===== src/rtl/sbmcr_pkg.sv =====
/*
  sbmcr_pkg: offsets, field positions, reset values and codes shared by the
  misc configuration register slice and its helpers.
  assumes: byte-wide configuration access, one byte per offset.
*/
package sbmcr_pkg;
  // ------------------------------------------------------------------
  // register offsets (byte addresses in configuration space)
  // ------------------------------------------------------------------
  localparam logic [7:0] OFF_SER1_DMA = 8'hba;
  localparam logic [7:0] OFF_SER2_DMA = 8'hbb;
  localparam logic [7:0] OFF_FLASH_B0 = 8'hbc;
  localparam logic [7:0] OFF_FLASH_B1 = 8'hbd;
  localparam logic [7:0] OFF_FLASH_B2 = 8'hbe;
  localparam logic [7:0] OFF_PCAP_B0 = 8'hc0;
  localparam logic [7:0] OFF_PCAP_B1 = 8'hc1;
  localparam logic [7:0] OFF_PCAP_B2 = 8'hc2;
  localparam logic [7:0] OFF_PCAP_B3 = 8'hc3;
  localparam logic [7:0] OFF_PSTATE_B0 = 8'hc4;
  localparam logic [7:0] OFF_SMB_IO_B0 = 8'hd0;
  localparam logic [7:0] OFF_SMB_IO_B1 = 8'hd1;
  localparam logic [7:0] OFF_SMB_CFG = 8'hd2;
  localparam logic [7:0] OFF_SMB_SCMD = 8'hd3;
  localparam logic [7:0] OFF_SMB_SP1 = 8'hd4;
  localparam logic [7:0] OFF_SMB_SP2 = 8'hd5;
  localparam logic [7:0] OFF_SMB_REV = 8'hd6;
  localparam logic [7:0] OFF_EDGE_SEL = 8'he0;
  localparam logic [7:0] OFF_EVT_STATUS = 8'hf0;
  localparam logic [7:0] OFF_EVT_CLEAR = 8'hf1;
  localparam logic [7:0] OFF_EVT_ENABLE = 8'hf2;

  // ------------------------------------------------------------------
  // fixed values and reset values
  // ------------------------------------------------------------------
  localparam logic [31:0] PCAP_WORD = 32'h0002_0001;
  localparam logic [3:0] SMB_IO_LOW_FIXED = 4'h1;
  localparam logic [7:0] RESET_BYTE = 8'h00;
  localparam logic [1:0] PSTATE_D0 = 2'h0;
  localparam logic [1:0] PSTATE_D3 = 2'h3;

  // ------------------------------------------------------------------
  // field positions
  // ------------------------------------------------------------------
  localparam int DMA_RX_LSB = 4;
  localparam int DMA_TX_LSB = 0;
  localparam int SMB_CFG_EN = 0;
  localparam int SMB_CFG_IRQ = 1;
  localparam int SMB_CFG_CLK128 = 2;
  localparam int SMB_CFG_ROUTE = 3;
  localparam logic [7:0] SMB_CFG_WMASK = 8'h0f;
  localparam logic [7:0] FLASH_B0_WMASK = 8'hf0;
  localparam int NUM_GPI = 8;

  // reference divider for the 128K smbus source from 14.318 MHz
  localparam int REF_HZ = 14318000;
  localparam int SLOW_HZ = 128000;
  localparam int REF_DIV = REF_HZ / (2 * SLOW_HZ);

  // status bits of the event block
  localparam int EVT_GPI = 0;
  localparam int EVT_PSTATE = 1;
  localparam int EVT_W = 2;
endpackage


===== src/rtl/sbmcr_dma_dec.sv =====
/*
  sbmcr_dma_dec: decodes one 3-bit dma channel select into a one-hot
  channel vector.
  assumes: code comes straight from a register on the same clock.
*/
`timescale 1ns/1ps
module sbmcr_dma_dec (
  input wire logic [2:0] code,
  output logic [3:0] chan_onehot,
  output logic chan_valid
);
  // ------------------------------------------------------------------
  // decode
  // ------------------------------------------------------------------
  // top bit set means a channel; reserved codes select nothing
  always_comb begin
    chan_onehot = 4'h0;
    chan_valid = code[2];
    if (code[2]) begin
      chan_onehot[code[1:0]] = 1'b1;
    end
  end
endmodule


===== src/rtl/sbmcr_edge_det.sv =====
/*
  sbmcr_edge_det: two-flop synchroniser plus selectable edge detector for
  a group of general-purpose inputs.
  assumes: pins are asynchronous to core_clk; pulses need input stable
  for at least one clock to be seen.
*/
`timescale 1ns/1ps
module sbmcr_edge_det #(
  parameter int WIDTH = 8
) (
  input wire logic core_clk,
  input wire logic srst,
  input wire logic [WIDTH-1:0] pin_in,
  input wire logic [WIDTH-1:0] rise_sel,
  output logic [WIDTH-1:0] edge_pulse
);
  logic [WIDTH-1:0] meta_reg, meta_next;
  logic [WIDTH-1:0] sync_reg, sync_next;
  logic [WIDTH-1:0] prev_reg, prev_next;
  logic [WIDTH-1:0] pulse_reg, pulse_next;

  if (WIDTH < 1) begin : g_width_check
    $error("width must be positive");
  end

  // ------------------------------------------------------------------
  // synchronise and compare with the previous sample
  // ------------------------------------------------------------------
  // meta_reg is read only by sync_reg to keep the chain clean
  always_comb begin
    meta_next = pin_in;
    sync_next = meta_reg;
    prev_next = sync_reg;
    for (int i = 0; i < WIDTH; i++) begin
      pulse_next[i] = rise_sel[i] ? (sync_reg[i] & ~prev_reg[i])
                                  : (~sync_reg[i] & prev_reg[i]);
    end
  end

  // reset clears the chain; select resets to falling, so a high pin gives no pulse
  always_ff @(posedge core_clk) begin
    if (srst) begin
      meta_reg <= '0;
      sync_reg <= '0;
      prev_reg <= '0;
      pulse_reg <= '0;
    end else begin
      meta_reg <= meta_next;
      sync_reg <= sync_next;
      prev_reg <= prev_next;
      pulse_reg <= pulse_next;
    end
  end

  assign edge_pulse = pulse_reg;
endmodule


===== src/rtl/sbmcr_regs.sv =====
/*
  sbmcr_regs: misc configuration register slice of a south-bridge bus
  function: serial dma channel selects, flash window base, power
  capability and state, smbus host configuration, input edge selects,
  plus an event status / clear / enable block with one interrupt.
  assumes: byte-wide register port, one-cycle strobes, read data one
  cycle after the read strobe; gpi pins asynchronous to core_clk.

// Function
// - port one rx dma select bits 6:4: 000 none, 100-111 channels 0-3
// - port one tx dma select bits 2:0, same encoding
// - port two rx and tx selects use the same encoding
// - flash window bits 23:4 hold address 31:12; bits 3:0 read zero
// - fixed capability word: id 01h, next zero, upper 0002h
// - power state bits 1:0, 00 D0, 11 D3; other bits zero
// - smbus io base bits 15:4 writable; bits 3:0 read 1h
// - alert routes to system-mgmt when bit3 is 0, config-event when 1
// - bit2 selects 128K clock divided from the 14.318 MHz reference
// - bit0 enables host, bit1 enables irq; bits 7:4 read zero
// - 8-bit host slave command, read/write
// - shadow ports: address bits 7:1, direction bit 0 (1 write)
// - edge select: 0 falling, 1 rising, per general input
*/
`timescale 1ns/1ps
module sbmcr_regs #(
  parameter logic [7:0] SMB_REV_CODE = 8'h5a, // arbitrary value
  parameter int GPI_W = sbmcr_pkg::NUM_GPI
) (
  input wire logic core_clk,
  input wire logic srst,
  input wire logic [7:0] reg_addr,
  input wire logic [7:0] reg_wdata,
  input wire logic reg_wr,
  input wire logic reg_rd,
  output logic [7:0] reg_rdata,
  input wire logic ref_clk_in,
  input wire logic [GPI_W-1:0] gpi_pins,
  input wire logic smb_alert,
  output logic [3:0] serial_port_one_rx_dma,
  output logic [3:0] serial_port_one_tx_dma,
  output logic [3:0] serial_port_two_rx_dma,
  output logic [3:0] serial_port_two_tx_dma,
  output logic [31:0] flash_window_addr,
  output logic [1:0] power_state,
  output logic [15:0] smb_io_base,
  output logic smb_host_enable,
  output logic smb_clk_slow_sel,
  output logic smb_slow_tick,
  output logic [7:0] smb_slave_cmd,
  output logic [6:0] shadow1_addr,
  output logic shadow1_write,
  output logic [6:0] shadow2_addr,
  output logic shadow2_write,
  output logic system_mgmt_interrupt,
  output logic config_event_interrupt,
  output logic [GPI_W-1:0] gpi_event,
  output logic irq
);
  if (GPI_W != sbmcr_pkg::NUM_GPI) begin : g_gpi_w_check
    $error("gpi width must match edge register");
  end

  // ------------------------------------------------------------------
  // register state
  // ------------------------------------------------------------------
  logic [7:0] ser1_reg, ser1_next;
  logic [7:0] ser2_reg, ser2_next;
  logic [23:0] flash_reg, flash_next;
  logic [1:0] pstate_reg, pstate_next;
  logic [15:4] smbio_reg, smbio_next;
  logic [3:0] smbcfg_reg, smbcfg_next;
  logic [7:0] scmd_reg, scmd_next;
  logic [7:0] sp1_reg, sp1_next;
  logic [7:0] sp2_reg, sp2_next;
  logic [7:0] edge_reg, edge_next;
  logic [sbmcr_pkg::EVT_W-1:0] st_reg, st_next;
  logic [sbmcr_pkg::EVT_W-1:0] en_reg, en_next;
  logic [7:0] rdata_reg, rdata_next;

  function automatic logic hit(input logic [7:0] a, input logic [7:0] off);
    return a == off;
  endfunction

  logic [GPI_W-1:0] gpi_pulse;
  logic [sbmcr_pkg::EVT_W-1:0] evt_set, evt_clr;
  logic pstate_wr;
  logic wr_ok_pstate;

  // ------------------------------------------------------------------
  // write side
  // ------------------------------------------------------------------
  // power state only accepts the two defined codes; others are dropped
  assign wr_ok_pstate = (reg_wdata[1:0] == sbmcr_pkg::PSTATE_D0) ||
                        (reg_wdata[1:0] == sbmcr_pkg::PSTATE_D3);
  assign pstate_wr = reg_wr && hit(reg_addr, sbmcr_pkg::OFF_PSTATE_B0) && wr_ok_pstate;

  always_comb begin
    ser1_next = ser1_reg;
    ser2_next = ser2_reg;
    flash_next = flash_reg;
    pstate_next = pstate_reg;
    smbio_next = smbio_reg;
    smbcfg_next = smbcfg_reg;
    scmd_next = scmd_reg;
    sp1_next = sp1_reg;
    sp2_next = sp2_reg;
    edge_next = edge_reg;
    en_next = en_reg;
    if (reg_wr) begin
      unique case (reg_addr)
        sbmcr_pkg::OFF_SER1_DMA: ser1_next = reg_wdata;
        sbmcr_pkg::OFF_SER2_DMA: ser2_next = reg_wdata;
        sbmcr_pkg::OFF_FLASH_B0: begin
          flash_next[7:0] = reg_wdata & sbmcr_pkg::FLASH_B0_WMASK;
        end
        sbmcr_pkg::OFF_FLASH_B1: flash_next[15:8] = reg_wdata;
        sbmcr_pkg::OFF_FLASH_B2: flash_next[23:16] = reg_wdata;
        sbmcr_pkg::OFF_PSTATE_B0: begin
          if (pstate_wr) begin
            pstate_next = reg_wdata[1:0];
          end
        end
        sbmcr_pkg::OFF_SMB_IO_B0: smbio_next[7:4] = reg_wdata[7:4];
        sbmcr_pkg::OFF_SMB_IO_B1: smbio_next[15:8] = reg_wdata;
        sbmcr_pkg::OFF_SMB_CFG: begin
          smbcfg_next = reg_wdata[3:0];
        end
        sbmcr_pkg::OFF_SMB_SCMD: scmd_next = reg_wdata;
        sbmcr_pkg::OFF_SMB_SP1: sp1_next = reg_wdata;
        sbmcr_pkg::OFF_SMB_SP2: sp2_next = reg_wdata;
        sbmcr_pkg::OFF_EDGE_SEL: edge_next = reg_wdata;
        sbmcr_pkg::OFF_EVT_ENABLE: en_next = reg_wdata[sbmcr_pkg::EVT_W-1:0];
        default: ;
      endcase
    end
  end

  // ------------------------------------------------------------------
  // event status: set wins over a clear in the same cycle
  // ------------------------------------------------------------------
  assign evt_set[sbmcr_pkg::EVT_GPI] = |gpi_pulse;
  assign evt_set[sbmcr_pkg::EVT_PSTATE] = pstate_wr && (reg_wdata[1:0] != pstate_reg);
  assign evt_clr = (reg_wr && hit(reg_addr, sbmcr_pkg::OFF_EVT_CLEAR)) ?
                   reg_wdata[sbmcr_pkg::EVT_W-1:0] : '0;

  always_comb begin
    st_next = (st_reg & ~evt_clr) | evt_set;
  end

  // ------------------------------------------------------------------
  // read side: data valid the cycle after the strobe, only then
  // ------------------------------------------------------------------
  always_comb begin
    rdata_next = 8'h00;
    if (reg_rd) begin
      unique case (reg_addr)
        sbmcr_pkg::OFF_SER1_DMA: rdata_next = ser1_reg;
        sbmcr_pkg::OFF_SER2_DMA: rdata_next = ser2_reg;
        sbmcr_pkg::OFF_FLASH_B0: rdata_next = flash_reg[7:0];
        sbmcr_pkg::OFF_FLASH_B1: rdata_next = flash_reg[15:8];
        sbmcr_pkg::OFF_FLASH_B2: rdata_next = flash_reg[23:16];
        sbmcr_pkg::OFF_PCAP_B0: rdata_next = sbmcr_pkg::PCAP_WORD[7:0];
        sbmcr_pkg::OFF_PCAP_B1: rdata_next = sbmcr_pkg::PCAP_WORD[15:8];
        sbmcr_pkg::OFF_PCAP_B2: rdata_next = sbmcr_pkg::PCAP_WORD[23:16];
        sbmcr_pkg::OFF_PCAP_B3: rdata_next = sbmcr_pkg::PCAP_WORD[31:24];
        sbmcr_pkg::OFF_PSTATE_B0: rdata_next = {6'h00, pstate_reg};
        sbmcr_pkg::OFF_SMB_IO_B0: begin
          rdata_next = {smbio_reg[7:4], sbmcr_pkg::SMB_IO_LOW_FIXED};
        end
        sbmcr_pkg::OFF_SMB_IO_B1: rdata_next = smbio_reg[15:8];
        sbmcr_pkg::OFF_SMB_CFG: rdata_next = {4'h0, smbcfg_reg};
        sbmcr_pkg::OFF_SMB_SCMD: rdata_next = scmd_reg;
        sbmcr_pkg::OFF_SMB_SP1: rdata_next = sp1_reg;
        sbmcr_pkg::OFF_SMB_SP2: rdata_next = sp2_reg;
        sbmcr_pkg::OFF_SMB_REV: rdata_next = SMB_REV_CODE;
        sbmcr_pkg::OFF_EDGE_SEL: rdata_next = edge_reg;
        sbmcr_pkg::OFF_EVT_STATUS: rdata_next = 8'(st_reg);
        sbmcr_pkg::OFF_EVT_ENABLE: rdata_next = 8'(en_reg);
        default: rdata_next = 8'h00; // unmapped and write-only read zero
      endcase
    end
  end

  // ------------------------------------------------------------------
  // register update
  // ------------------------------------------------------------------
  always_ff @(posedge core_clk) begin
    if (srst) begin
      ser1_reg <= sbmcr_pkg::RESET_BYTE;
      ser2_reg <= sbmcr_pkg::RESET_BYTE;
      flash_reg <= 24'h000000;
      pstate_reg <= sbmcr_pkg::PSTATE_D0;
      smbio_reg <= 12'h000;
      smbcfg_reg <= 4'h0;
      scmd_reg <= sbmcr_pkg::RESET_BYTE;
      sp1_reg <= sbmcr_pkg::RESET_BYTE;
      sp2_reg <= sbmcr_pkg::RESET_BYTE;
      edge_reg <= sbmcr_pkg::RESET_BYTE;
      st_reg <= '0;
      en_reg <= '0;
      rdata_reg <= 8'h00;
    end else begin
      ser1_reg <= ser1_next;
      ser2_reg <= ser2_next;
      flash_reg <= flash_next;
      pstate_reg <= pstate_next;
      smbio_reg <= smbio_next;
      smbcfg_reg <= smbcfg_next;
      scmd_reg <= scmd_next;
      sp1_reg <= sp1_next;
      sp2_reg <= sp2_next;
      edge_reg <= edge_next;
      st_reg <= st_next;
      en_reg <= en_next;
      rdata_reg <= rdata_next;
    end
  end

  assign reg_rdata = rdata_reg;
  assign irq = |(st_reg & en_reg);

  // ------------------------------------------------------------------
  // dma channel decode
  // ------------------------------------------------------------------
  sbmcr_dma_dec u_s1rx (
    .code(ser1_reg[sbmcr_pkg::DMA_RX_LSB +: 3]),
    .chan_onehot(serial_port_one_rx_dma),
    .chan_valid()
  );
  sbmcr_dma_dec u_s1tx (
    .code(ser1_reg[sbmcr_pkg::DMA_TX_LSB +: 3]),
    .chan_onehot(serial_port_one_tx_dma),
    .chan_valid()
  );
  sbmcr_dma_dec u_s2rx (
    .code(ser2_reg[sbmcr_pkg::DMA_RX_LSB +: 3]),
    .chan_onehot(serial_port_two_rx_dma),
    .chan_valid()
  );
  sbmcr_dma_dec u_s2tx (
    .code(ser2_reg[sbmcr_pkg::DMA_TX_LSB +: 3]),
    .chan_onehot(serial_port_two_tx_dma),
    .chan_valid()
  );

  // ------------------------------------------------------------------
  // outputs that steer neighbouring blocks
  // ------------------------------------------------------------------
  assign flash_window_addr = {flash_reg[23:4], 12'h000};
  assign power_state = pstate_reg;
  assign smb_io_base = {smbio_reg, 4'h0};
  assign smb_host_enable = smbcfg_reg[sbmcr_pkg::SMB_CFG_EN];
  assign smb_clk_slow_sel = smbcfg_reg[sbmcr_pkg::SMB_CFG_CLK128];
  assign smb_slave_cmd = scmd_reg;
  assign shadow1_addr = sp1_reg[7:1];
  assign shadow1_write = sp1_reg[0];
  assign shadow2_addr = sp2_reg[7:1];
  assign shadow2_write = sp2_reg[0];

  // ------------------------------------------------------------------
  // smbus alert routing, gated by host irq enable
  // ------------------------------------------------------------------
  logic alert_meta_reg, alert_sync_reg;
  logic alert_gated;
  always_ff @(posedge core_clk) begin
    if (srst) begin
      alert_meta_reg <= 1'b0;
      alert_sync_reg <= 1'b0;
    end else begin
      alert_meta_reg <= smb_alert;
      alert_sync_reg <= alert_meta_reg;
    end
  end
  assign alert_gated = alert_sync_reg && smbcfg_reg[sbmcr_pkg::SMB_CFG_IRQ];
  assign system_mgmt_interrupt = alert_gated && !smbcfg_reg[sbmcr_pkg::SMB_CFG_ROUTE];
  assign config_event_interrupt = alert_gated && smbcfg_reg[sbmcr_pkg::SMB_CFG_ROUTE];

  // ------------------------------------------------------------------
  // 128K tick from the reference: the reference is sampled, so core_clk
  // must run well above twice the reference rate for exact counts
  // ------------------------------------------------------------------
  logic [2:0] ref_sync_reg;
  logic [7:0] div_reg, div_next;
  logic tick_reg, tick_next;
  logic ref_rise;
  assign ref_rise = ref_sync_reg[1] & ~ref_sync_reg[2];
  always_comb begin
    div_next = div_reg;
    tick_next = 1'b0;
    if (smbcfg_reg[sbmcr_pkg::SMB_CFG_CLK128] && ref_rise) begin
      if (div_reg == 8'(sbmcr_pkg::REF_DIV - 1)) begin
        div_next = 8'h00;
        tick_next = 1'b1;
      end else begin
        div_next = div_reg + 8'h01;
      end
    end
  end
  always_ff @(posedge core_clk) begin
    if (srst) begin
      ref_sync_reg <= 3'h0;
      div_reg <= 8'h00;
      tick_reg <= 1'b0;
    end else begin
      ref_sync_reg <= {ref_sync_reg[1:0], ref_clk_in};
      div_reg <= div_next;
      tick_reg <= tick_next;
    end
  end
  assign smb_slow_tick = tick_reg;

  // ------------------------------------------------------------------
  // general input edge events
  // ------------------------------------------------------------------
  sbmcr_edge_det #(.WIDTH(GPI_W)) u_edge (
    .core_clk(core_clk),
    .srst(srst),
    .pin_in(gpi_pins),
    .rise_sel(edge_reg),
    .edge_pulse(gpi_pulse)
  );
  assign gpi_event = gpi_pulse;

  // ------------------------------------------------------------------
  // checks
  // ------------------------------------------------------------------
  AST_PCAP_FIXED: assert property (@(posedge core_clk) disable iff (srst)
    reg_rd && reg_addr == sbmcr_pkg::OFF_PCAP_B0 |=> reg_rdata == 8'h01)
    else $error("capability id wrong");
  AST_IO_LOW: assert property (@(posedge core_clk) disable iff (srst)
    reg_rd && reg_addr == sbmcr_pkg::OFF_SMB_IO_B0 |=> reg_rdata[3:0] == 4'h1)
    else $error("io base low nibble not 1h");
  AST_FLASH_LOW: assert property (@(posedge core_clk) disable iff (srst)
    flash_window_addr[11:0] == 12'h000 && flash_reg[3:0] == 4'h0)
    else $error("flash window not 4k aligned");
  AST_PSTATE_CODE: assert property (@(posedge core_clk) disable iff (srst)
    pstate_reg == 2'h0 || pstate_reg == 2'h3)
    else $error("power state holds illegal code");
  AST_ROUTE: assert property (@(posedge core_clk) disable iff (srst)
    !(system_mgmt_interrupt && config_event_interrupt))
    else $error("alert routed twice");
  AST_CFG_HI: assert property (@(posedge core_clk) disable iff (srst)
    reg_rd && reg_addr == sbmcr_pkg::OFF_SMB_CFG |=> reg_rdata[7:4] == 4'h0)
    else $error("host config high bits not zero");
  AST_SCMD_RB: assert property (@(posedge core_clk) disable iff (srst)
    reg_wr && reg_addr == sbmcr_pkg::OFF_SMB_SCMD |=> smb_slave_cmd == $past(reg_wdata))
    else $error("slave command readback wrong");
  AST_DMA_DEC: assert property (@(posedge core_clk) disable iff (srst)
    (ser1_reg[6:4] == 3'h5 |-> serial_port_one_rx_dma == 4'h2) and
    (ser1_reg[2] == 1'b0 |-> serial_port_one_tx_dma == 4'h0))
    else $error("dma channel decode wrong");
  AST_SHADOW: assert property (@(posedge core_clk) disable iff (srst)
    reg_wr && reg_addr == sbmcr_pkg::OFF_SMB_SP1 |=> shadow1_write == $past(reg_wdata[0]))
    else $error("shadow direction wrong");
  AST_EDGE_RISE: assert property (@(posedge core_clk) disable iff (srst)
    gpi_pulse[0] |-> $past(gpi_pins[0], 3) == $past(edge_reg[0]) &&
    $past(gpi_pins[0], 4) != $past(edge_reg[0]))
    else $error("edge pulse without edge");
  AST_IRQ: assert property (@(posedge core_clk) disable iff (srst)
    evt_set[0] && en_reg[0] && !(reg_wr && hit(reg_addr, sbmcr_pkg::OFF_EVT_ENABLE)) |=> irq)
    else $error("enabled event gave no interrupt");
  COV_DMA: cover property (@(posedge core_clk) serial_port_two_tx_dma == 4'h8);
  COV_IRQ: cover property (@(posedge core_clk) irq);
  COV_TICK: cover property (@(posedge core_clk) smb_slow_tick);
endmodule


===== config.mk =====
export PLATFORM = sky130hd
export DESIGN_NAME = sbmcr_regs
export DESIGN_NICKNAME = d
export VERILOG_FILES = /design/src/rtl/sbmcr_pkg.sv /design/src/rtl/sbmcr_dma_dec.sv /design/src/rtl/sbmcr_edge_det.sv /design/src/rtl/sbmcr_regs.sv
export SDC_FILE = /design/constraint.sdc
export NUM_CORES = 1
export LEC_CHECK = 0
export ABC_AREA = 1
export BUFFER_PORTS_ARGS = -buffer_cell sky130_fd_sc_hd__buf_4
export CAP_MARGIN = 0
export CORE_UTILIZATION = 35
export CTS_BUF_LIST = sky130_fd_sc_hd__clkbuf_8
export DETAILED_ROUTE_END_ITERATION = 8
export GPL_ROUTABILITY_DRIVEN = 0
export SLEW_MARGIN = 10
export SYNTH_ARGS = -nofsm -noshare
export SYNTH_HDL_FRONTEND = slang
export SYNTH_SLANG_ARGS = --single-unit

===== constraint.sdc =====
create_clock -name core_clk -period 1.2 [get_ports core_clk]
set_input_delay 0 -clock core_clk [delete_from_list [all_inputs] [get_ports core_clk]]
set_output_delay 0 -clock core_clk [all_outputs]
set_load 0.03 [all_outputs]

Yosys cells after proc, flatten, opt, wreduce, memory -nomap -nowiden

Cells that the tools add are included.

Bits in registers: 144
Output and inout port bits: 112

Add/sub/neg operators: 1
Order comparisons: 8
Equal/unequal tests: 22
Multiplexer cells: 24
Bitwise operators: 40
Reduce and logical (&&, ||, !) cells: 33

Operator list:

| cell                  | count |
|---|---|
| $eq A8 B8 Y1 const B  | 19 |
| $pmux W8 S18          | 1 |
| $reduce_and A2 Y1     | 13 |
| $not A1 Y1            | 19 |
| $and A1 B1 Y1         | 17 |
| $mux W4               | 4 |
| $mux W1               | 13 |
| $logic_and A1 B1 Y1   | 12 |
| $lt A2 B3 Y1 const B  | 4 |
| $add A8 B1 Y8 const B | 1 |
| $demux W1 S2          | 4 |
| $eq A8 B6 Y1 const B  | 1 |
| $ge A2 B1 Y1 const B  | 4 |
| $mux W8               | 1 |
| $reduce_or A8 Y1      | 1 |
| $reduce_or A2 Y1      | 3 |
| $and A2 B2 Y2         | 2 |
| $reduce_and A3 Y1     | 1 |
| $eq A2 B2 Y1 const B  | 1 |
| $logic_not A2 Y1      | 1 |
| $mux W2               | 1 |
| $ne A2 B2 Y1          | 1 |
| $not A2 Y2            | 1 |
| $or A2 B2 Y2          | 1 |
| other kinds (2)       | 2 |

Logic depth before layout (Yosys ltp)

Gate-level depths: netlist of the first run.

Depth in word-level cells: 6
Gate-level depth with buffers: 12
Depth with buffers taken out: 11

Cells and area by module

A second synthesis of the first run with hierarchy kept.

Cell total of the unflattened synthesis: 929
Area, all modules: 6486.2 µm²

Modules (own cells, without submodules):

| module         | instances | cells an instance | area an instance (µm²) | seq. area each (µm²) |
|---|---|---|---|---|
| sbmcr_regs     | 1         | 746               | 5251.3                 | 2242.2 |
| sbmcr_edge_det | 1         | 147               | 1084.8                 | 640.6 |
| sbmcr_dma_dec  | 4         | 9                 | 37.5                   | 0.0 |

Worst setup path before layout of the first run

No wires, ideal clock.

Path type: reg2reg
Start point: reg smbcfg_reg[2]
End point: reg div_reg[2]
Arrival: 1.388 ns
Slack: -0.313 ns
Cell stages (with the launch flop): 5
Clock period less this slack: 1.513 ns
Cells stage by stage: dfxtp_1 > nand3_1 > or3_1 > nand2_1 > nor3b_1

Cells in the longest elaborated chain, start to end: 1

RTL lines:

| item                   | RTL line          | text |
|---|---|---|
| start, declared        | sbmcr_regs.sv:71  | `logic [3:0] smbcfg_reg, smbcfg_next;` |
| start signal, assigned | sbmcr_regs.sv:208 | `smbcfg_reg <= smbcfg_next;` |
| $logic_and A1 B1 Y1    | sbmcr_regs.sv:290 | `if (smbcfg_reg[sbmcr_pkg::SMB_CFG_CLK128] && ref_rise) begin` |
| end signal, assigned   | sbmcr_regs.sv:306 | `div_reg <= div_next;` |
| end, declared          | sbmcr_regs.sv:283 | `logic [7:0] div_reg, div_next;` |

No other way between the ends.
A chain may end at the register's enable or synchronous reset.

Worst setup path after layout of the first run

Start point: reg div_reg[1]
End point: reg div_reg[6]

Cells in the longest elaborated chain, start to end: 2

RTL lines:

| item                                                 | RTL line                             | text |
|---|---|---|
| $add A8 B1 Y8 / $eq A8 B6 Y1 (equally long branches) | sbmcr_regs.sv:295, sbmcr_regs.sv:291 |  |
| $mux W8 (*)                                          | sbmcr_regs.sv:291                    | `if (div_reg == 8'(sbmcr_pkg::REF_DIV - 1)) begin` |

Every way passes the cells marked *; elsewhere a longest branch is shown, timed or not.

==> results of run 1 <==
==> cell families after synthesis <==
kind of cell	Yosys count
AOI/OAI and AO/OA	211
xor gates and xnor gates	4
adders and majority gates	2
buffers and inverters	176
DFF	144
other	1
and+or+nand+nor	309
==> repair_timing <==
item | in CTS | in global routing
endpoints found under the hold margin | 95 | 0
gates resized for setup | 68 | 55
pin swaps | 24 | 21
endpoints found under the setup margin | 27 | 37
hold buffers | 23 | 0
buffers inserted | 24 | 4
==> critical path, stage by stage, from the launching register on <==
cell                      delay, ns
sky130_fd_sc_hd__dfxtp_4       0.40
sky130_fd_sc_hd__ha_4          0.14
sky130_fd_sc_hd__inv_2         0.04
sky130_fd_sc_hd__nor3_4        0.19
sky130_fd_sc_hd__nand2_2       0.09
sky130_fd_sc_hd__nor2_2        0.12
sky130_fd_sc_hd__xor2_1        0.15
sky130_fd_sc_hd__nor2_1        0.05
==> per-layer routing <==
layer | share of wire (%) | GRT usage, %
met2 | 49 | 36.9
met4 | 1.8 | 8.30
met1 | 44 | 27.6
met5 | 0 | 0
met3 | 5.2 | 4.79
==> synthesized netlist by cell type, drive strengths merged <==
cell / count
clkbuf: 12
conb: 1
o21bai: 1
or3: 1
nand3: 92
nand2: 77
a22o: 1
a21oi: 98
nor4: 2
nand4: 4
ha: 2
xor2: 4
nor3b: 4
nand3b: 1
o21ai: 110
buf: 38
nor3: 22
a31oi: 1
inv: 126
and3: 1
dfxtp: 144
nor2: 105
==> stage by stage <==
stage	cell area, um^2	util [%]	setup TNS, ns	std cells
2_1_floorplan	6360	-	-0.00510	862
3_3_place_gp	7700	44.2	-2.61	1212
3_5_place_dp	7700	44.2	-3.50	1212
4_1_cts	8680	49.8	-0.865	1291
5_1_grt	8920	51.2	-2.24	1295
6_report	8920	51.2	-0.927	1295
==> worst paths after layout <==
check                           from                   to  slack [ns]  depth (start not counted)
setup reg to reg          div_reg[1]           div_reg[6]       -0.11                          7
hold reg to reg   u_edge.meta_reg[4]  u_edge.prev_next[4]        0.40                          2
hold / removal           reg_addr[3]        smbcfg_reg[0]        0.04                          6
setup / recovery          div_reg[1]           div_reg[6]       -0.11                          7
==> cell type report <==
cell class,count,area [um^2]
fillers,1719,8490
multi-input cells,542,2960
flip-flops and latches,144,2940
repair buffers,226,1850
inverters,126,500
well taps,225,282
clock buffers,19,262
clock inverters,13,129
==> power by group <==
part           switching (mW)  total [mW]  internal [mW]
logic                   0.467       0.734          0.267
registers              0.0233        4.82           4.80
clock network            1.97        3.76           1.79
total                    2.46        9.32           6.86
==> cell usage in the layout (no fill, tap or decap), types with 16 or more instances in the layout <==
| cell type | netlist | final |
|---|---|---|
| sky130_fd_sc_hd__clkbuf_8 | 0 | 19 |
| sky130_fd_sc_hd__nor2_1 | 91 | 84 |
| sky130_fd_sc_hd__conb_1 | 1 | 16 |
| sky130_fd_sc_hd__inv_1 | 118 | 100 |
| sky130_fd_sc_hd__dfxtp_1 | 144 | 126 |
| sky130_fd_sc_hd__buf_4 | 19 | 186 |
| sky130_fd_sc_hd__nand2_1 | 71 | 66 |
| sky130_fd_sc_hd__nand3_1 | 89 | 81 |
| sky130_fd_sc_hd__a21oi_1 | 98 | 98 |
| sky130_fd_sc_hd__o21ai_1 | 17 | 17 |
| sky130_fd_sc_hd__o21ai_0 | 93 | 93 |
| sky130_fd_sc_hd__dlygate4sd3_1 | 0 | 23 |
| sky130_fd_sc_hd__inv_2 | 8 | 16 |
==> out/metrics.sh, run 1 <==
STATUS='finished, violations left'
VIOLATIONS_IN_THE_FINAL_REPORTS='setup timing'
POWER_DENSITY_mW_PER_MM2=1040
POST_SYNTH_AND_OR_NAND_NOR_AREA_FRACTION_PCT=23.5
SYNTH-COMPOUND-AREA-SHARE_PCT=17.0
YS_SEQ_ELEMENTS=144
FIN_CRIT_NS=1.31
FINALCLOCKSKEW_NS=0.0173
SYNTH.LIB_CELLS_USED.DISTINCT=33
DETAIL_ROUTE.ITER0.VIOLATIONS=434
DETAILED_ROUTER_ITERATION_COUNT_BEFORE_ANTENNA_REPAIR=5
CTS-ROOT-TO-SINK-BUFFERS=2
NUMBER_OF_H_TREE_LEVELS=4
HOLD_VIOL_FINAL=0
REQUIRED_NS=1.55
GRT_MAX_DEGREE=47
MAXCAPVIOLCOUNT=0
HPWL_UM=14300
SYN-CELL-AREA_MM2=0.00627
ROUTED_VIA_DENSITY=4.76
DPL_WORST_SLACK_NS=-0.171
FINALWORSTSETUPSLACK_NS=-0.110
NUM_VIAS=6158
SYNTH_TOP_CELLS_BY_AREA='sky130_fd_sc_hd__dfxtp_1, sky130_fd_sc_hd__a21oi_1, sky130_fd_sc_hd__o21ai_0'
FP.DIEW_UM=136
LEAKAGEPOWER_nW=3.84
SHARE_OF_CELLS_ABOVE_DRIVE_STRENGTH_1_PCT=32.5
NUMBER_OF_GLOBAL_ROUTE_VIAS_BEFORE_REPAIR=5672
TOTAL_NUMBER_OF_YOSYS_WARNINGS=0
TOP_FANOUT_VALUE_ON_THE_CRITICAL_PATH=4
SYNTH-SEQ-AREA-SHARE_PCT=46.0
LAYOUT-AREA-OVERHEAD-VS-SYNTH_PCT=42.4
SYNTH_TOP_FAMILY_BY_AREA='simple AND/OR/NAND/NOR gates'
CLOCK-ROOT-BUFFER='sky130_fd_sc_hd__clkbuf_8'
TRITONCTS.NUM_BUFFERS=17
INSERTION_DELAY_NS=0.48
SYNTH-XOR-AREA-SHARE_PCT=0.559
GRT_FIRST_PASS_WIRELENGTH_UM=30400
ROUTED_WIRE_LENGTH_PER_INSTANCE_UM=15.4
PORTBUFFERS=125
OVERFLOW=0
LARGEST_REG_FLOPS=20
POSTROUTEWIRELENGTH_UM=20000
SYNTH.TOP_CELL.AREA_SHARE_PCT=46.0
FINALHOLDWORSTSLACK_NS=0.0387
IR_WORST_VDD_mV=0.762
GRT_USE_TOTAL_PCT=22.1
DIE_AREA_MM2=0.0184
SYNTH_MUX_AREA_SHARE_PCT=0
FINAL-SETUP-VIOL-COUNT=21
FLOORPLAN.INITIALDENSITY_PCT=36.0
CTS_TREE='done'
INSERTEDDIODECOUNT=0
SYNTH_FA_HA_AREA_SHARE_PCT=0.399
SYN_AREA_PER_CELL_UM2=7.40
GRT_ANTENNA_BEFORE_REPAIR=0
GRT_SETUP_UNREPAIRED='true'
CRITICAL_PATH.STARTPOINT_TYPE='register'
DIE_HEIGHT_UM=136
FIN_CRIT_SH_PCT=109
NETS=1089
CLK_TRANSITION_REPORTED_PATHS_NS=0.08
WORST_EP_ARRIVAL_TIME_NS=1.66
CORE.ROWCOUNT=48
TIMING.FINAL.MAX_SLEW_VIOLATIONS=0
HP-CLASS='in2reg'
NUM_IO_PINS=142
FMAX_MHz=763
ROUTE.DETAILED.DRC=0
POST_SYNTH_INST_COUNT=847
YOSYSTOPAREACELL='sky130_fd_sc_hd__dfxtp_1'
CTS.SINK_COUNT=144
POST-LAYOUT-TOTAL-POWER_mW=9.32
FP.COREAREA_MM2=0.0174
ENDPOINT_KIND='register'
CATEGORY_OF_THE_MOST_CRITICAL_SETUP_PATH='reg2reg'
ANTENNA_VIOL_NETS_FINAL=0
Power figures use the tool's default switching activity.
==> run 2: changes to the inputs <==
- ABC_AREA: 1 -> 0
==> run 2 against run 1 <==
Effect of this change: the run still ends with setup timing left; critical endpoint is now reg_rdata[4]; first-iteration DRC count fell by 11%; flip-flop and latch count unchanged; synthesized cell count fell by 13%; wire length is 7.2% higher; total power increased by 9.4%; design area up 9.5%; via count grew 1.4%; highest routed layer unchanged; combinational power up 13%.
==> out/metrics.sh, run 2 <==
STATUS='finished, violations left'
VIOLATIONS_IN_THE_FINAL_REPORTS='setup timing'
FIN_CRIT_NS=1.32  # +0.00708 ns
MAX_STAGE_DELAY_NS=0.34  # -0.06 ns
P_INT_mW=7.82  # +14%
SYNTH.TOP_CELL.AREA_SHARE_PCT=44.8  # -1.2 points
HPWL_UM=15600  # +9.3%
WORST_EP_ARRIVAL_TIME_NS=1.65  # about the same
CTS.SINK_COUNT=144  # unchanged
GRT_ANTENNA_BEFORE_REPAIR=0  # unchanged
POWER_SWITCHING_mW=2.37  # -3.6%
HOLD_VIOL_FINAL=0  # unchanged
DIE_AREA_MM2=0.0189  # +2.6%
CORE.ROWCOUNT=49  # +2.1%
TRITONCTS.NUM_BUFFERS=17  # unchanged
SYNTH_ASYNC_SR_FLOP_SHARE_PCT=0  # unchanged
MOST_COMMON_CELL_AFTER_LAYOUT_FILL_AND_TAPS_ASIDE='sky130_fd_sc_hd__buf_4'
INSERTION_DELAY_NS=0.45  # -0.03 ns
SYNTH_ENABLE_FLOP_CELLS=0  # unchanged
FINALINSTANCEAREA_MM2=0.00977  # +9.5%
NUM_IO_PINS=142  # unchanged
CATEGORY_OF_THE_MOST_CRITICAL_SETUP_PATH='reg2reg'
POSTROUTEWIRELENGTH_UM=21400  # +7.2%
POST_SYNTH_INST_COUNT=735  # -13%
CLOCK_POWER_SHARE_PCT=44.4  # +4.1 points
CTS-ROOT-TO-SINK-BUFFERS=2  # unchanged
MOST-COMMON-LAYOUT-CELLS='sky130_fd_sc_hd__buf_4, sky130_fd_sc_hd__dfxtp_1, sky130_fd_sc_hd__nor2_1'
MOST_COMMON_CELL_IN_THE_NETLIST='sky130_fd_sc_hd__dfxtp_1'
REQUIRED_NS=1.53  # -0.02 ns
SHARE_OF_CELLS_ABOVE_DRIVE_STRENGTH_1_PCT=41.0  # +8.5 points
DIE_HEIGHT_UM=138  # +1.3%
DETAIL_ROUTE.ITER0.VIOLATIONS=387  # -11%
ENDPOINT_KIND='register'
FP.COREAREA_MM2=0.0180  # +3.1%
SYN-CELL-AREA_MM2=0.00643  # +2.6%
INSERTEDDIODECOUNT=0  # unchanged
DETAILED_ROUTER_ITERATION_COUNT_BEFORE_ANTENNA_REPAIR=5  # unchanged
FINALWORSTSETUPSLACK_NS=-0.117  # -0.00708 ns
FINALCLOCKSKEW_NS=0.00411  # -0.0132 ns
YOSYSTOPAREACELL='sky130_fd_sc_hd__dfxtp_1'
NUM_VIAS=6247  # +1.4%
SYN_AREA_PER_CELL_UM2=8.75  # +18%
GRT_USE_TOTAL_PCT=23.3  # +1.3 points
IR_WORST_VDD_mV=0.660  # -13%
FINALSETUPTNS_NS=-1.07  # -0.141 ns
LEAKAGEPOWER_nW=4.13  # +7.5%
CLOCK-ROOT-BUFFER='sky130_fd_sc_hd__clkbuf_8'
CRITICAL_PATH.STARTPOINT_TYPE='register'
MAXCAPVIOLCOUNT=0  # unchanged
NUMBER_OF_GLOBAL_ROUTE_VIAS_BEFORE_REPAIR=5768  # +1.7%
POWER_DENSITY_mW_PER_MM2=1040  # about the same
PLACED_CELLS_INCL_TAPS=1170  # -3.5%
CLK_TRANSITION_REPORTED_PATHS_NS=0.08  # about the same
FIN_CELLS=1231  # -4.9%
CPMAXSTAGEDELAYCELL='sky130_fd_sc_hd__a2111oi_2'
LARGEST_REG_FLOPS=20  # unchanged
LAYOUT-AREA-OVERHEAD-VS-SYNTH_PCT=51.9
CTS_TREE='done'
TIMING.FINAL.MAX_SLEW_VIOLATIONS=0  # unchanged
GRT_MAX_DEGREE=72  # +53%
FIN_CRIT_SH_PCT=110  # +0.59 points
P_SW_SHARE_PCT=23.3  # -3.1 points
CELL_AREA_AFTER_PLACEMENT_MM2=0.00857  # +11%
YS_SEQ_ELEMENTS=144  # unchanged
NUMBER_OF_H_TREE_LEVELS=4  # unchanged
CRIT_PATH_CELL_TRACE='nor3b_4, a31oi_4, o31ai_2, a2111oi_2, a211oi_1'
FLOORPLAN.INITIALDENSITY_PCT=35.8  # -0.18 points
TOP_CELL_TYPES_BY_OCCURRENCE_AFTER_SYNTHESIS='sky130_fd_sc_hd__dfxtp_1, sky130_fd_sc_hd__nor2_1, sky130_fd_sc_hd__mux2i_1'
FIN_UTIL_PCT=54.4  # +3.1 points
NETS=1021  # -6.2%
TOP_FANOUT_VALUE_ON_THE_CRITICAL_PATH=2  # -2
SYNTH-SEQ-AREA-SHARE_PCT=44.8  # -1.2 points
POWER.SEQUENTIAL.FRACTION_PCT=47.4  # -4.4 points
PORTBUFFERS=125  # unchanged
HP-CLASS='in2reg'
FP.DIEW_UM=138  # +1.3%
SHARE_COMB_OF_TOTAL_POWER_PCT=8.1  # +0.2 points
POSTSYNTH.TOPFLOPCELL='sky130_fd_sc_hd__dfxtp_1'
ROUTED_VIA_DENSITY=5.07  # +6.7%
GRT_SETUP_UNREPAIRED='true'
FINAL-SETUP-VIOL-COUNT=29  # +38%
SYNTH_TOP_CELLS_BY_AREA='sky130_fd_sc_hd__dfxtp_1, sky130_fd_sc_hd__mux2i_1, sky130_fd_sc_hd__nor2_1'
ANTENNA_VIOL_NETS_FINAL=0  # unchanged
TOTAL_NUMBER_OF_YOSYS_WARNINGS=0  # unchanged
FMAX_MHz=759  # -0.54%
ROUTE.DETAILED.DRC=0  # unchanged
OVERFLOW=0  # unchanged
GRT_FIRST_PASS_WIRELENGTH_UM=32400  # +6.7%
ROUTED_WIRE_LENGTH_PER_INSTANCE_UM=17.4  # +13%
SYNTH.LIB_CELLS_USED.DISTINCT=64  # +94%
## run 2: changes by cell type after synthesis, sizes merged, moves of 11 or more
| cell | delta |
|---|---|
| nor2b | +35 |
| inv | -118 |
| nand3 | -59 |
| clkbuf | +16 |
| o21ai | -90 |
| mux2i | +70 |
| a21oi | -54 |
| nor3 | -11 |
## run 2: final cells by class
class | instances | area (um^2)
multi-input combinational | 530 | 3580
inverter | 9 | 36.3
clock buffer | 21 | 289
timing repair buffer | 287 | 2460
tap | 229 | 287
sequential | 144 | 2940
fill | 1662 | 8200
clock inverter | 11 | 183
## run 2: path summary, 6_finish.rpt
kind | from | end | slack [ns] | cells past startpoint
max | smbio_reg[4] | reg_rdata[4] | -0.12 | 5
min | reg_rd | reg_rdata[4] | 0.08 | 3
max reg2reg | smbio_reg[4] | reg_rdata[4] | -0.12 | 5
min reg2reg | u_edge.meta_reg[5] | u_edge.prev_next[5] | 0.44 | 1
## run 2: logic make-up after synthesis
family | synth area share, %
xor+xnor | 0.953
flops | 44.8
fa+ha+maj | 0.389
buf+inv | 5.99
other cells | 0.0583
simple gates | 24.2
mux | 11.6
compound gates | 12.0
## run 2: per-layer routing
metal | vias to the layer above | wire [um] | track usage (%)
met5 | - | 0 | 0
met4 | 0 | 673 | 10.5
met3 | 45 | 1340 | 4.82
met2 | 212 | 9560 | 34.8
met1 | 2965 | 9830 | 32.1
li1 | 3025 | - | -
## run 2: worst max-delay path: cells and delay by family (launching register included)
family	cells	cell delay (ns)
simple gates	1	0.15
flops	1	0.32
compound gates	4	0.72
## run 2: metrics by stage
stage / hold WS [ns] / total power [mW] / setup WS, ns
final: 0.0760 / 10.2 / -0.117
after global routing: 0.0740 / 10.6 / -0.186
after CTS: 0.0449 / 10.3 / -0.136
after detailed placement: 0.214 / 5.70 / -0.394
after global placement: 0.211 / 5.71 / -0.364
after floorplan: 0.128 / 5.40 / -0.101
## run 2: power by group through the flow
stage	Sequential [mW]	Combinational [mW]	Clock, mW
detailed placement	4.95	0.751	0
global route	4.84	0.882	4.85
global placement	4.95	0.754	0
finish	4.83	0.830	4.53
floorplan	4.96	0.438	0
CTS	4.84	0.811	4.63
## run 2: repair_timing
action,4_1_cts,5_1_grt
pin swaps,30,20
endpoints found under the hold margin,94,0
setup endpoints to repair,36,36
setup buffers,7,5
hold buffers,19,0
resized for setup,70,63
